[config.mk]
export PLATFORM = sky130hd
export DESIGN_NAME = bst_tap
export DESIGN_NICKNAME = d
export VERILOG_FILES = /design/src/core/bst_pkg.sv /design/src/core/bst_tap.sv
export VERILOG_INCLUDE_DIRS = /design/src /design/src/core
export SDC_FILE = /design/constraint.sdc
export NUM_CORES = 1
export LEC_CHECK = 0
export BUFFER_PORTS_ARGS = -buffer_cell sky130_fd_sc_hd__buf_4
export CAP_MARGIN = 10
export CORE_MARGIN = 2
export CORE_UTILIZATION = 59
export DETAILED_ROUTE_END_ITERATION = 8
export GPL_TIMING_DRIVEN = 1
export PLACE_DENSITY_LB_ADDON = 0.3
export SLEW_MARGIN = 5
export SYNTH_ARGS = -nofsm -noshare
export SYNTH_HDL_FRONTEND = slang
export SYNTH_SLANG_ARGS = --single-unit
[constraint.sdc]
create_clock -name mclk_i -period 2.2 [get_ports mclk_i]
set_input_delay 0.11 -clock mclk_i [delete_from_list [all_inputs] [get_ports mclk_i]]
set_output_delay 0.11 -clock mclk_i [all_outputs]
set_load 0.005 [all_outputs]
[src/core/bst_defs.svh]
// Constants of the boundary-scan test port
`ifndef BST_DEFS_SVH
`define BST_DEFS_SVH

// ************************************************************
// Instruction register
// ************************************************************
`define BST_IR_W         4
`define BST_IR_EXTEST    4'h0
`define BST_IR_SAMPLE    4'h1
`define BST_IR_IDCODE    4'h2
`define BST_IR_BYPASS    4'hF
`define BST_IR_CAPTURE   4'h1
`define BST_IR_RESET     4'h2

// ************************************************************
// Identification register layout
// ************************************************************
`define BST_ID_W         32
`define BST_ID_VER_W     4
`define BST_ID_PART_W    16
`define BST_ID_MFR_W     11
`define BST_ID_VER_LSB   28
`define BST_ID_PART_LSB  12
`define BST_ID_MFR_LSB   1
`define BST_ID_LSB_VAL   1'h1

// ************************************************************
// Boundary chain
// ************************************************************
`define BST_BSR_LEN      8

`endif

[src/core/bst_pkg.sv]
// Types of the boundary-scan test port
package bst_pkg;

  // ************************************************************
  // Test access controller states
  // ************************************************************
  typedef enum logic [3:0] {
    BST_TLR      = 4'h0,
    BST_RTI      = 4'h1,
    BST_SEL_DR   = 4'h2,
    BST_CAP_DR   = 4'h3,
    BST_SHIFT_DR = 4'h4,
    BST_EXIT1_DR = 4'h5,
    BST_PAUSE_DR = 4'h6,
    BST_EXIT2_DR = 4'h7,
    BST_UPD_DR   = 4'h8,
    BST_SEL_IR   = 4'h9,
    BST_CAP_IR   = 4'hA,
    BST_SHIFT_IR = 4'hB,
    BST_EXIT1_IR = 4'hC,
    BST_PAUSE_IR = 4'hD,
    BST_EXIT2_IR = 4'hE,
    BST_UPD_IR   = 4'hF
  } bst_tap_e;

  // ************************************************************
  // Data register selection
  // ************************************************************
  typedef enum logic [1:0] {
    BST_DR_BYPASS = 2'h0,
    BST_DR_ID     = 2'h1,
    BST_DR_BSR    = 2'h2
  } bst_dr_e;

endpackage

[src/core/bst_tap.sv]
// Boundary-scan test access port, test pins sampled by the system clock
//
// Notes on behaviour
// - Mode select is taken at each test clock rise and steers the controller.
// - Mode select, data in and test reset idle high when undriven.
// - Serial data in is taken at the test clock rise.
// - Data in goes to instruction or selected data register by controller state.
// - While shifting, the active register leaves serially on data out.
// - Data out changes only at test clock falling edges and at test reset, which releases it.
// - Data out is released whenever no shift is in progress.
// - Test reset returns the controller to test-logic-reset and loads idcode into the instruction register.
// - Test logic never disturbs the functional core logic unless extest is current.
// - The instruction register is four bits wide.
// - Instruction bits shift in only in the instruction shift state; the current instruction loads at instruction update.
// - Current instruction picks the data register and its serial path.
// - Public instructions extest, sample/preload, idcode and bypass are decoded.
// - Exactly three data registers: boundary chain, bypass, identification.
// - Boundary cells form one serial chain around the core pins.
// - Bypass gives a one-bit path from data in to data out.
// - Identification: version 31:28, part 27:12, maker 11:1, bit 0 one.
`timescale 1ns/1ps
`include "bst_defs.svh"

module bst_tap #(
  parameter int                         BSR_LEN = `BST_BSR_LEN,
  parameter logic [`BST_ID_VER_W-1:0]   ID_VER  = 4'h1,    // Arbitrary value
  parameter logic [`BST_ID_PART_W-1:0]  ID_PART = 16'h1234, // Arbitrary value
  parameter logic [`BST_ID_MFR_W-1:0]   ID_MFR  = 11'h055   // Arbitrary value
) (
  input  wire logic                mclk_i,
  input  wire logic                rst_n_i,
  input  wire logic                tck_i,
  input  wire logic                tms_i,
  input  wire logic                tdi_i,
  input  wire logic                trst_n_i,
  input  wire logic [BSR_LEN-1:0]  core_pins_i,
  output logic                     tdo_o,
  output logic                     tdo_oe_n_o,
  output logic [BSR_LEN-1:0]       bsr_upd_o,
  output logic                     extest_o
);

  // ************************************************************
  // State
  // ************************************************************
  typedef struct packed {
    logic                  tck_s1;
    logic                  tck_s2;
    logic                  tck_s3;
    logic                  tms_s1;
    logic                  tms_s2;
    logic                  tdi_s1;
    logic                  tdi_s2;
    logic                  trst_s1;
    logic                  trst_s2;
    bst_pkg::bst_tap_e     state;
    logic [`BST_IR_W-1:0]  ir;
    logic [`BST_IR_W-1:0]  ir_sh;
    logic [`BST_ID_W-1:0]  id_sh;
    logic                  byp;
    logic [BSR_LEN-1:0]    bsr_sh;
    logic [BSR_LEN-1:0]    bsr_upd;
    logic                  tdo;
    logic                  tdo_oe_n;
    logic                  extest;
  } bst_state_s;

  localparam logic [`BST_ID_W-1:0] ID_VALUE = {ID_VER, ID_PART, ID_MFR, `BST_ID_LSB_VAL};

  bst_state_s r;
  bst_state_s nxt;

  logic tck_rise;
  logic tck_fall;
  logic trst_act;

  // ************************************************************
  // Functions
  // ************************************************************
  function automatic bst_pkg::bst_tap_e tap_next(input bst_pkg::bst_tap_e s,
                                                 input logic tms);
    bst_pkg::bst_tap_e n;
    case (s)
      bst_pkg::BST_TLR:      n = tms ? bst_pkg::BST_TLR      : bst_pkg::BST_RTI;
      bst_pkg::BST_RTI:      n = tms ? bst_pkg::BST_SEL_DR   : bst_pkg::BST_RTI;
      bst_pkg::BST_SEL_DR:   n = tms ? bst_pkg::BST_SEL_IR   : bst_pkg::BST_CAP_DR;
      bst_pkg::BST_CAP_DR:   n = tms ? bst_pkg::BST_EXIT1_DR : bst_pkg::BST_SHIFT_DR;
      bst_pkg::BST_SHIFT_DR: n = tms ? bst_pkg::BST_EXIT1_DR : bst_pkg::BST_SHIFT_DR;
      bst_pkg::BST_EXIT1_DR: n = tms ? bst_pkg::BST_UPD_DR   : bst_pkg::BST_PAUSE_DR;
      bst_pkg::BST_PAUSE_DR: n = tms ? bst_pkg::BST_EXIT2_DR : bst_pkg::BST_PAUSE_DR;
      bst_pkg::BST_EXIT2_DR: n = tms ? bst_pkg::BST_UPD_DR   : bst_pkg::BST_SHIFT_DR;
      bst_pkg::BST_UPD_DR:   n = tms ? bst_pkg::BST_SEL_DR   : bst_pkg::BST_RTI;
      bst_pkg::BST_SEL_IR:   n = tms ? bst_pkg::BST_TLR      : bst_pkg::BST_CAP_IR;
      bst_pkg::BST_CAP_IR:   n = tms ? bst_pkg::BST_EXIT1_IR : bst_pkg::BST_SHIFT_IR;
      bst_pkg::BST_SHIFT_IR: n = tms ? bst_pkg::BST_EXIT1_IR : bst_pkg::BST_SHIFT_IR;
      bst_pkg::BST_EXIT1_IR: n = tms ? bst_pkg::BST_UPD_IR   : bst_pkg::BST_PAUSE_IR;
      bst_pkg::BST_PAUSE_IR: n = tms ? bst_pkg::BST_EXIT2_IR : bst_pkg::BST_PAUSE_IR;
      bst_pkg::BST_EXIT2_IR: n = tms ? bst_pkg::BST_UPD_IR   : bst_pkg::BST_SHIFT_IR;
      bst_pkg::BST_UPD_IR:   n = tms ? bst_pkg::BST_SEL_DR   : bst_pkg::BST_RTI;
      default:               n = bst_pkg::BST_TLR;
    endcase
    return n;
  endfunction

  // Unknown codes fall back to bypass
  function automatic bst_pkg::bst_dr_e dr_sel(input logic [`BST_IR_W-1:0] ir);
    bst_pkg::bst_dr_e d;
    case (ir)
      `BST_IR_EXTEST: d = bst_pkg::BST_DR_BSR;
      `BST_IR_SAMPLE: d = bst_pkg::BST_DR_BSR;
      `BST_IR_IDCODE: d = bst_pkg::BST_DR_ID;
      default:        d = bst_pkg::BST_DR_BYPASS;
    endcase
    return d;
  endfunction

  // ************************************************************
  // Edge detection
  // ************************************************************
  assign tck_rise = r.tck_s2 & ~r.tck_s3;
  assign tck_fall = ~r.tck_s2 & r.tck_s3;
  assign trst_act = ~r.trst_s2;

  // ************************************************************
  // Next state
  // ************************************************************
  always_comb begin
    nxt         = r;
    nxt.tck_s1  = tck_i;
    nxt.tck_s2  = r.tck_s1;
    nxt.tck_s3  = r.tck_s2;
    nxt.tms_s1  = tms_i;
    nxt.tms_s2  = r.tms_s1;
    nxt.tdi_s1  = tdi_i;
    nxt.tdi_s2  = r.tdi_s1;
    nxt.trst_s1 = trst_n_i;
    nxt.trst_s2 = r.trst_s1;

    if (trst_act) begin
      nxt.state    = bst_pkg::BST_TLR;
      nxt.ir       = `BST_IR_RESET;
      nxt.ir_sh    = `BST_IR_RESET;
      nxt.tdo_oe_n = 1'b1;
      nxt.extest   = 1'b0;
    end else if (tck_rise) begin
      nxt.state = tap_next(r.state, r.tms_s2);
      case (r.state)
        bst_pkg::BST_TLR: begin
          nxt.ir     = `BST_IR_RESET;
          nxt.extest = 1'b0;
        end
        bst_pkg::BST_CAP_IR: begin
          nxt.ir_sh = `BST_IR_CAPTURE;
        end
        bst_pkg::BST_SHIFT_IR: begin
          nxt.ir_sh = {r.tdi_s2, r.ir_sh[`BST_IR_W-1:1]};
        end
        bst_pkg::BST_UPD_IR: begin
          nxt.ir     = r.ir_sh;
          nxt.extest = (r.ir_sh == `BST_IR_EXTEST);
        end
        bst_pkg::BST_CAP_DR: begin
          case (dr_sel(r.ir))
            bst_pkg::BST_DR_ID:  nxt.id_sh  = ID_VALUE;
            bst_pkg::BST_DR_BSR: nxt.bsr_sh = core_pins_i;
            default:             nxt.byp    = 1'b0;
          endcase
        end
        bst_pkg::BST_SHIFT_DR: begin
          case (dr_sel(r.ir))
            bst_pkg::BST_DR_ID:  nxt.id_sh  = {r.tdi_s2, r.id_sh[`BST_ID_W-1:1]};
            bst_pkg::BST_DR_BSR: nxt.bsr_sh = {r.tdi_s2, r.bsr_sh[BSR_LEN-1:1]};
            default:             nxt.byp    = r.tdi_s2;
          endcase
        end
        bst_pkg::BST_UPD_DR: begin
          if (dr_sel(r.ir) == bst_pkg::BST_DR_BSR) begin
            nxt.bsr_upd = r.bsr_sh;
          end
        end
        default: begin
        end
      endcase
    end else if (tck_fall) begin
      case (r.state)
        bst_pkg::BST_SHIFT_IR: begin
          nxt.tdo      = r.ir_sh[0];
          nxt.tdo_oe_n = 1'b0;
        end
        bst_pkg::BST_SHIFT_DR: begin
          nxt.tdo_oe_n = 1'b0;
          case (dr_sel(r.ir))
            bst_pkg::BST_DR_ID:  nxt.tdo = r.id_sh[0];
            bst_pkg::BST_DR_BSR: nxt.tdo = r.bsr_sh[0];
            default:             nxt.tdo = r.byp;
          endcase
        end
        default: begin
          nxt.tdo_oe_n = 1'b1;
        end
      endcase
    end
  end

  // ************************************************************
  // Registers
  // ************************************************************
  // Mode select, data in and test reset samplers reset to the pulled-up idle level, test clock samplers low
  always_ff @(posedge mclk_i or negedge rst_n_i) begin
    if (!rst_n_i) begin
      r.tck_s1   <= 1'b0;
      r.tck_s2   <= 1'b0;
      r.tck_s3   <= 1'b0;
      r.tms_s1   <= 1'b1;
      r.tms_s2   <= 1'b1;
      r.tdi_s1   <= 1'b1;
      r.tdi_s2   <= 1'b1;
      r.trst_s1  <= 1'b1;
      r.trst_s2  <= 1'b1;
      r.state    <= bst_pkg::BST_TLR;
      r.ir       <= `BST_IR_RESET;
      r.ir_sh    <= `BST_IR_RESET;
      r.id_sh    <= '0;
      r.byp      <= 1'b0;
      r.bsr_sh   <= '0;
      r.bsr_upd  <= '0;
      r.tdo      <= 1'b0;
      r.tdo_oe_n <= 1'b1;
      r.extest   <= 1'b0;
    end else begin
      r <= nxt;
    end
  end

  // Core pins only ever read, never forced, unless extest is current
  assign tdo_o      = r.tdo;
  assign tdo_oe_n_o = r.tdo_oe_n;
  assign bsr_upd_o  = r.bsr_upd;
  assign extest_o   = r.extest;
endmodule

# ---- Word-level counts from Yosys, hierarchy flattened
# Index checks and enable logic that the tools add are counted.
dict set report word_totals {
  regBits 73
  input_bits 14
  elab_cells 126
}
dict set report op_classes {
  n_eq_ne 35
  mux 47
  bitwise_logic 5
  reduce_logical 20
}
# cell count
set op_table {}
lappend op_table {{$pmux W41 S2} 1}
lappend op_table {{$mux W32} 2}
lappend op_table {{$mux W61} 1}
lappend op_table {{$pmux W4 S12} 1}
lappend op_table {{$eq A4 B4 Y1 const B} 8}
lappend op_table {{$mux W2} 16}
lappend op_table {{$mux W8} 4}
lappend op_table {{$eq A4 B3 Y1 const B} 4}
lappend op_table {{$mux W4} 4}
lappend op_table {{$pmux W4 S2} 2}
lappend op_table {{$reduce_and A5 Y1} 3}
lappend op_table {{$eq A4 B2 Y1 const B} 3}
lappend op_table {{$logic_not A4 Y1} 3}
lappend op_table {{$mux W12} 1}
lappend op_table {{$ne A2 B1 Y1 const B} 6}
lappend op_table {{$reduce_or A2 Y1} 6}
lappend op_table {{$mux W1} 9}
lappend op_table {{$eq A2 B2 Y1 const B} 4}
lappend op_table {{$eq A4 B1 Y1 const B} 2}
lappend op_table {{$reduce_and A4 Y1} 2}
lappend op_table {{$eq A2 B1 Y1 const B} 3}
lappend op_table {{$mux W3} 2}
lappend op_table {{$ne A2 B2 Y1 const B} 3}
lappend op_table {{$ne A3 B1 Y1 const B} 2}
lappend op_table {{other kinds (7)} 15}

# ---- Longest topological paths before layout
dict set report logic_depth {
  word_depth 12
  depth_mapped 8
  depth_no_buf 8
}

# ---- Worst setup path before layout
# OpenSTA, ideal clock, no wires.
dict set report synth_timing {
  path_kind {reg-to-reg}
  start {register r[57] (netlist name)}
  end {register r (netlist bit bsr_upd_o[0])}
  setup_ps 125
  t_arrival_ps 1935
  required_ps 2075
  path_slack_ps 140
  path_stages_with_launch 6
  n_path_buf 0
  path_cell_list {dfstp_2 -> inv_1 -> or4_1 -> ha_1 -> nand4_1 -> mux2_2}
}
dict set report synth_between {
  elab_chain_len 8
}
# item line_no
set synth_lines {}
lappend synth_lines {{from (decl)} bst_tap.sv:70} ;# bst_state_s r;
lappend synth_lines {{from (signal assigned)} bst_tap.sv:231} ;# r <= nxt;
lappend synth_lines {{$eq A4 B1 Y1 or $logic_not A4 Y1 (tied branches)} bst_tap.sv:108} ;# case (ir)
lappend synth_lines {{$reduce_or A2 Y1 (no line)} -}
lappend synth_lines {{$pmux W2 S2 *} bst_tap.sv:108}
lappend synth_lines {{$mux W2 *} bst_tap.sv:147} ;# case (r.state)
lappend synth_lines {{$mux W2 *} bst_tap.sv:145} ;# end else if (tck_rise) begin
lappend synth_lines {{$mux W2 *} bst_tap.sv:139} ;# if (trst_act) begin
lappend synth_lines {{$eq A2 B2 Y1 *} bst_tap.sv:177} ;# if (dr_sel(r.ir) == bst_pkg::BST_DR_BSR) begin
lappend synth_lines {{$reduce_and A4 Y1 (no line) *} -}
# Mark *: on every way between the ends. The rest lies on a longest branch, timed or not. The select of a mux whose other input is x is not followed.
# A chain may end at the register's enable or synchronous reset.

# ---- Worst setup path in the final report
# Ends and elaborated chain as after synthesis.

==> impl_metrics.csv <==
group,metric,value,unit
global_route,grt_max_degree,74,
routing,detail-route-antenna-nets,0,
setup_path,critPathRequiredTime,2.42,ns
synthesis,synth_fp_nets,281,
timing,post-route-min-period,2.09,ns
clock_network,cts.reportedPaths.clkPinSlew,0.07,ns
clock_network,cts_root_buffer,"clkbuf_8",
setup_path,critPathLaunchType,"flop",
routing,dr.max_layer_used,"met4",
cells_and_area,n_antenna_cell,0,
global_route,grt_first_pass_wirelength,10200,um
synthesis,synth_top_area_frac,0.506,
clock_network,postCtsSetupBuffers,0,
timing,tightest_slew,0.877,ns
routing,drc,0,
place,dp_hpwl,3680,um
setup_path,cp.arrival,2.31,ns
cells_and_area,syn2layout_area_growth,16.3,%
power_and_ir_drop,peakVddDrop,508,uV
routing,wl_per_cell,16.0,um
worst_hold_path,hold_path.class,"in2reg",
synthesis,ys_ff_latch,73,
synthesis,yosysWarnings,0,
timing,setup_viol,0,
timing,final_max_slew_viol_count,0,
synthesis,syn_area,3170,um2
setup_path,endpoint_kind,"flop",
timing,slew_headroom,0.416,
timing,max_freq,0.479,GHz
die,num_rows,26,
setup_path,critPathMaxFanout,8,
die,initial_core_util,0.616,
routing,route.met2.wl,2620,um
synthesis,synthCells,265,
timing,min_period_over_period,0.949,
routing,met3WireLength,287,um
clock_network,cts.sinks,73,
synthesis,synth.area.top_cells,"dfrtp_1 (51%), dfstp_2 (7.5%), a22o_1 (7.2%)",
die,die-area,5970,um2
routing,first_pass_iters,4,
place,placed_area,3410,um2
synthesis,synth_edf_count,0,
timing,fin_skew,0.00665,ns
timing,timing.setup.tns,0,ns
routing,drtIter0Drc,101,
timing,hold_violations,0,
place,portBuffers,24,
place,routabilityCongestion,0.860,
synthesis,synth_top_area_cell,"dfrtp_1",
synthesis,ys_seq_area_frac,0.581,
run,maxCapViolCount,0,
synthesis,syn_avg_cell_area,11.9,um2
die,die_x,77.3,um
die,die_height,77.3,um
die,io_pins,25,
power_and_ir_drop,switching_share,0.220,
cells_and_area,n_fill_cell,360,
place,pre_cts_ws,0.0829,ns
synthesis,synthFlopType,"dfrtp_1",
run_status,run_status,"finished, final reports clean",
synthesis,postSynth.asyncResetShare,1.00,
global_route,grt_overflow,0,
global_route,gr-usage-all-layers,0.219,
clock_network,htree_levels,3,
timing,finalWorstSetupSlack,0.112,ns
power_and_ir_drop,cellPowerDensity,730,nW/um2
power_and_ir_drop,p_comb_frac,0.057,
routing,dr_total_vias,2110,
clock_network,cts_tree,"built",
clock_network,insertion_delay,0.34,ns
power_and_ir_drop,p_clk_frac,0.413,
cells_and_area,fin_util,0.716,
power_and_ir_drop,p_leak,0.00169,uW
power_and_ir_drop,seqPwrFrac,0.530,
setup_path,path_class,"reg2reg",
power_and_ir_drop,power.internal,2100,uW
place,dp.cells,344,
power_and_ir_drop,p_sw,591,uW
clock_network,cts_buffers,9,
cells_and_area,final_nets,306,
routing,drt-met1-wl,2880,um
die,core,5140,um2
clock_network,clock_path_buffers,2,
routing,viasPerCell,5.78,
cells_and_area,final_layout_size_suffix_gt1_frac,0.261,
timing,grt_setup_unrepaired,"false",
global_route,grt_pass1_vias,2130,
global_route,antenna_found_initial,0,
cells_and_area,post-route-cell-area,3680,um2
synthesis,yosysUniqueCellTypes,50,
cells_and_area,final_cells,365,
routing,finalWirelength,5860,um
## layout by cell type, fill, tap and decap left out, types with 2 or more instances in the layout
cell           Yosys  layout
dfrtp_1           64      64
buf_4              8      33
a22o_1            26      26
nand2_1           22      21
o22a_1            11      11
mux2i_1           10      10
clkbuf_8           0       9
dfstp_2            9       9
mux2_2             8       8
o21ai_0            8       8
a21oi_1            7       7
inv_1              6       6
nor2b_1            6       6
o21ai_1            6       6
nor2_1             5       5
dlygate4sd3_1      0       5
nor3_1             4       4
nand3b_1           4       4
and2_1             3       3
nand3_1            3       3
clkinv_2           0       3
buf_12             0       3
o21ai_2            2       2
a32o_1             2       2
nor4_1             2       2
nand4_1            2       2
nand2b_1           2       2
o311ai_0           2       2
o211ai_1           2       2
bufinv_16          0       2
## logic make-up after synthesis
family | count (synthesis) | share of synthesized area
simple gates | 61 | 0.104
xor+xnor | 1 | 0.00277
buf+inv | 33 | 0.0565
mux | 18 | 0.0601
fa+ha+maj | 2 | 0.00790
flops | 73 | 0.581
compound gates | 77 | 0.188
## per-layer routing
metal,GRT usage,up-vias
met5,0,-
met4,0.0982,0
met3,0.0541,7
met2,0.311,48
met1,0.320,1036
li1,-,1019
## final timing paths
path	startpoint	to	slack, ns	cells past startpoint
setup reg to reg	r[57]$_DFFE_PN1P_	bsr_upd_o[0]$_DFFE_PN0P_	0.11	6
hold / removal	core_pins_i[4]	r[15]$_DFFE_PN0P_	0.03	3
hold reg to reg	nxt[71]$_DFF_PN0_	nxt[70]$_DFF_PN0_	0.35	0
min in group asynchronous	rst_n_i	r[15]$_DFFE_PN0P_	0.42	2
setup / recovery	r[57]$_DFFE_PN1P_	bsr_upd_o[0]$_DFFE_PN0P_	0.11	6
max in group asynchronous	rst_n_i	nxt[71]$_DFF_PN0_	1.21	2
## per-stage QoR
step / hold slack, ns / total power (uW)
final: 0.0337 / 2690
after CTS: 0.0312 / 2700
after floorplan: -0.186 / 1520
after global placement: 0.218 / 1590
after detailed placement: 0.219 / 1600
after global routing: 0.0389 / 2800
## power by group through the flow
stage	sequential [uW]	clock, uW	combinational, uW
after floorplan	1430	0	90.3
after detailed placement	1450	0	146
final	1430	1110	152
after CTS	1420	1130	154
after global placement	1450	0	140
after global routing	1430	1200	171
## timing repair
action | CTS | global route
hold buffers | 5 | 0
hold endpoints to repair | 68 | 0
endpoints found under the setup margin | 0 | 20
resized for setup | 0 | 3
## cell type report
class / instances / area (um2) / share of cell area
tap: 70 / 87.6 / 0.0238
sequential: 73 / 1840 / 0.499
inverter: 6 / 22.5 / 0.00612
clock inverter: 6 / 82.6 / 0.0224
multi-input combinational: 159 / 1170 / 0.317
timing repair buffer: 41 / 358 / 0.0972
clock buffer: 10 / 128 / 0.0347
## critical path, cell delays in order, from the launching register on
cell and delay (ns):
dfstp_2 0.53, inv_1 0.04, or4_1 0.55, ha_2 0.24, nand4_1 0.14, buf_12 0.14
mux2_2 0.33
## cell usage after synthesis (2+ instances only)
cell / instances
dfrtp_1: 64
a22o_1: 26
nand2_1: 22
o22a_1: 11
mux2i_1: 10
dfstp_2: 9
buf_2: 8
buf_4: 8
mux2_2: 8
o21ai_0: 8
a21oi_1: 7
clkbuf_1: 7
inv_1: 6
nor2b_1: 6
o21ai_1: 6
nor2_1: 5
nand3b_1: 4
nor3_1: 4
and2_1: 3
nand3_1: 3
a32o_1: 2
buf_1: 2
buf_6: 2
ha_1: 2
nand2b_1: 2
nand4_1: 2
nor4_1: 2
o211ai_1: 2
o21ai_2: 2
o311ai_0: 2
## registers in the layout (all words and copies together), names as in the netlist
| name | cells |
|---|---|
| r | 57 |
| tdo_oe_n_o | 1 |
| tdo_o | 1 |
| nxt | 5 |
| bsr_upd_o | 8 |
| extest_o | 1 |
No activity file was read; power rests on OpenSTA's default activity.
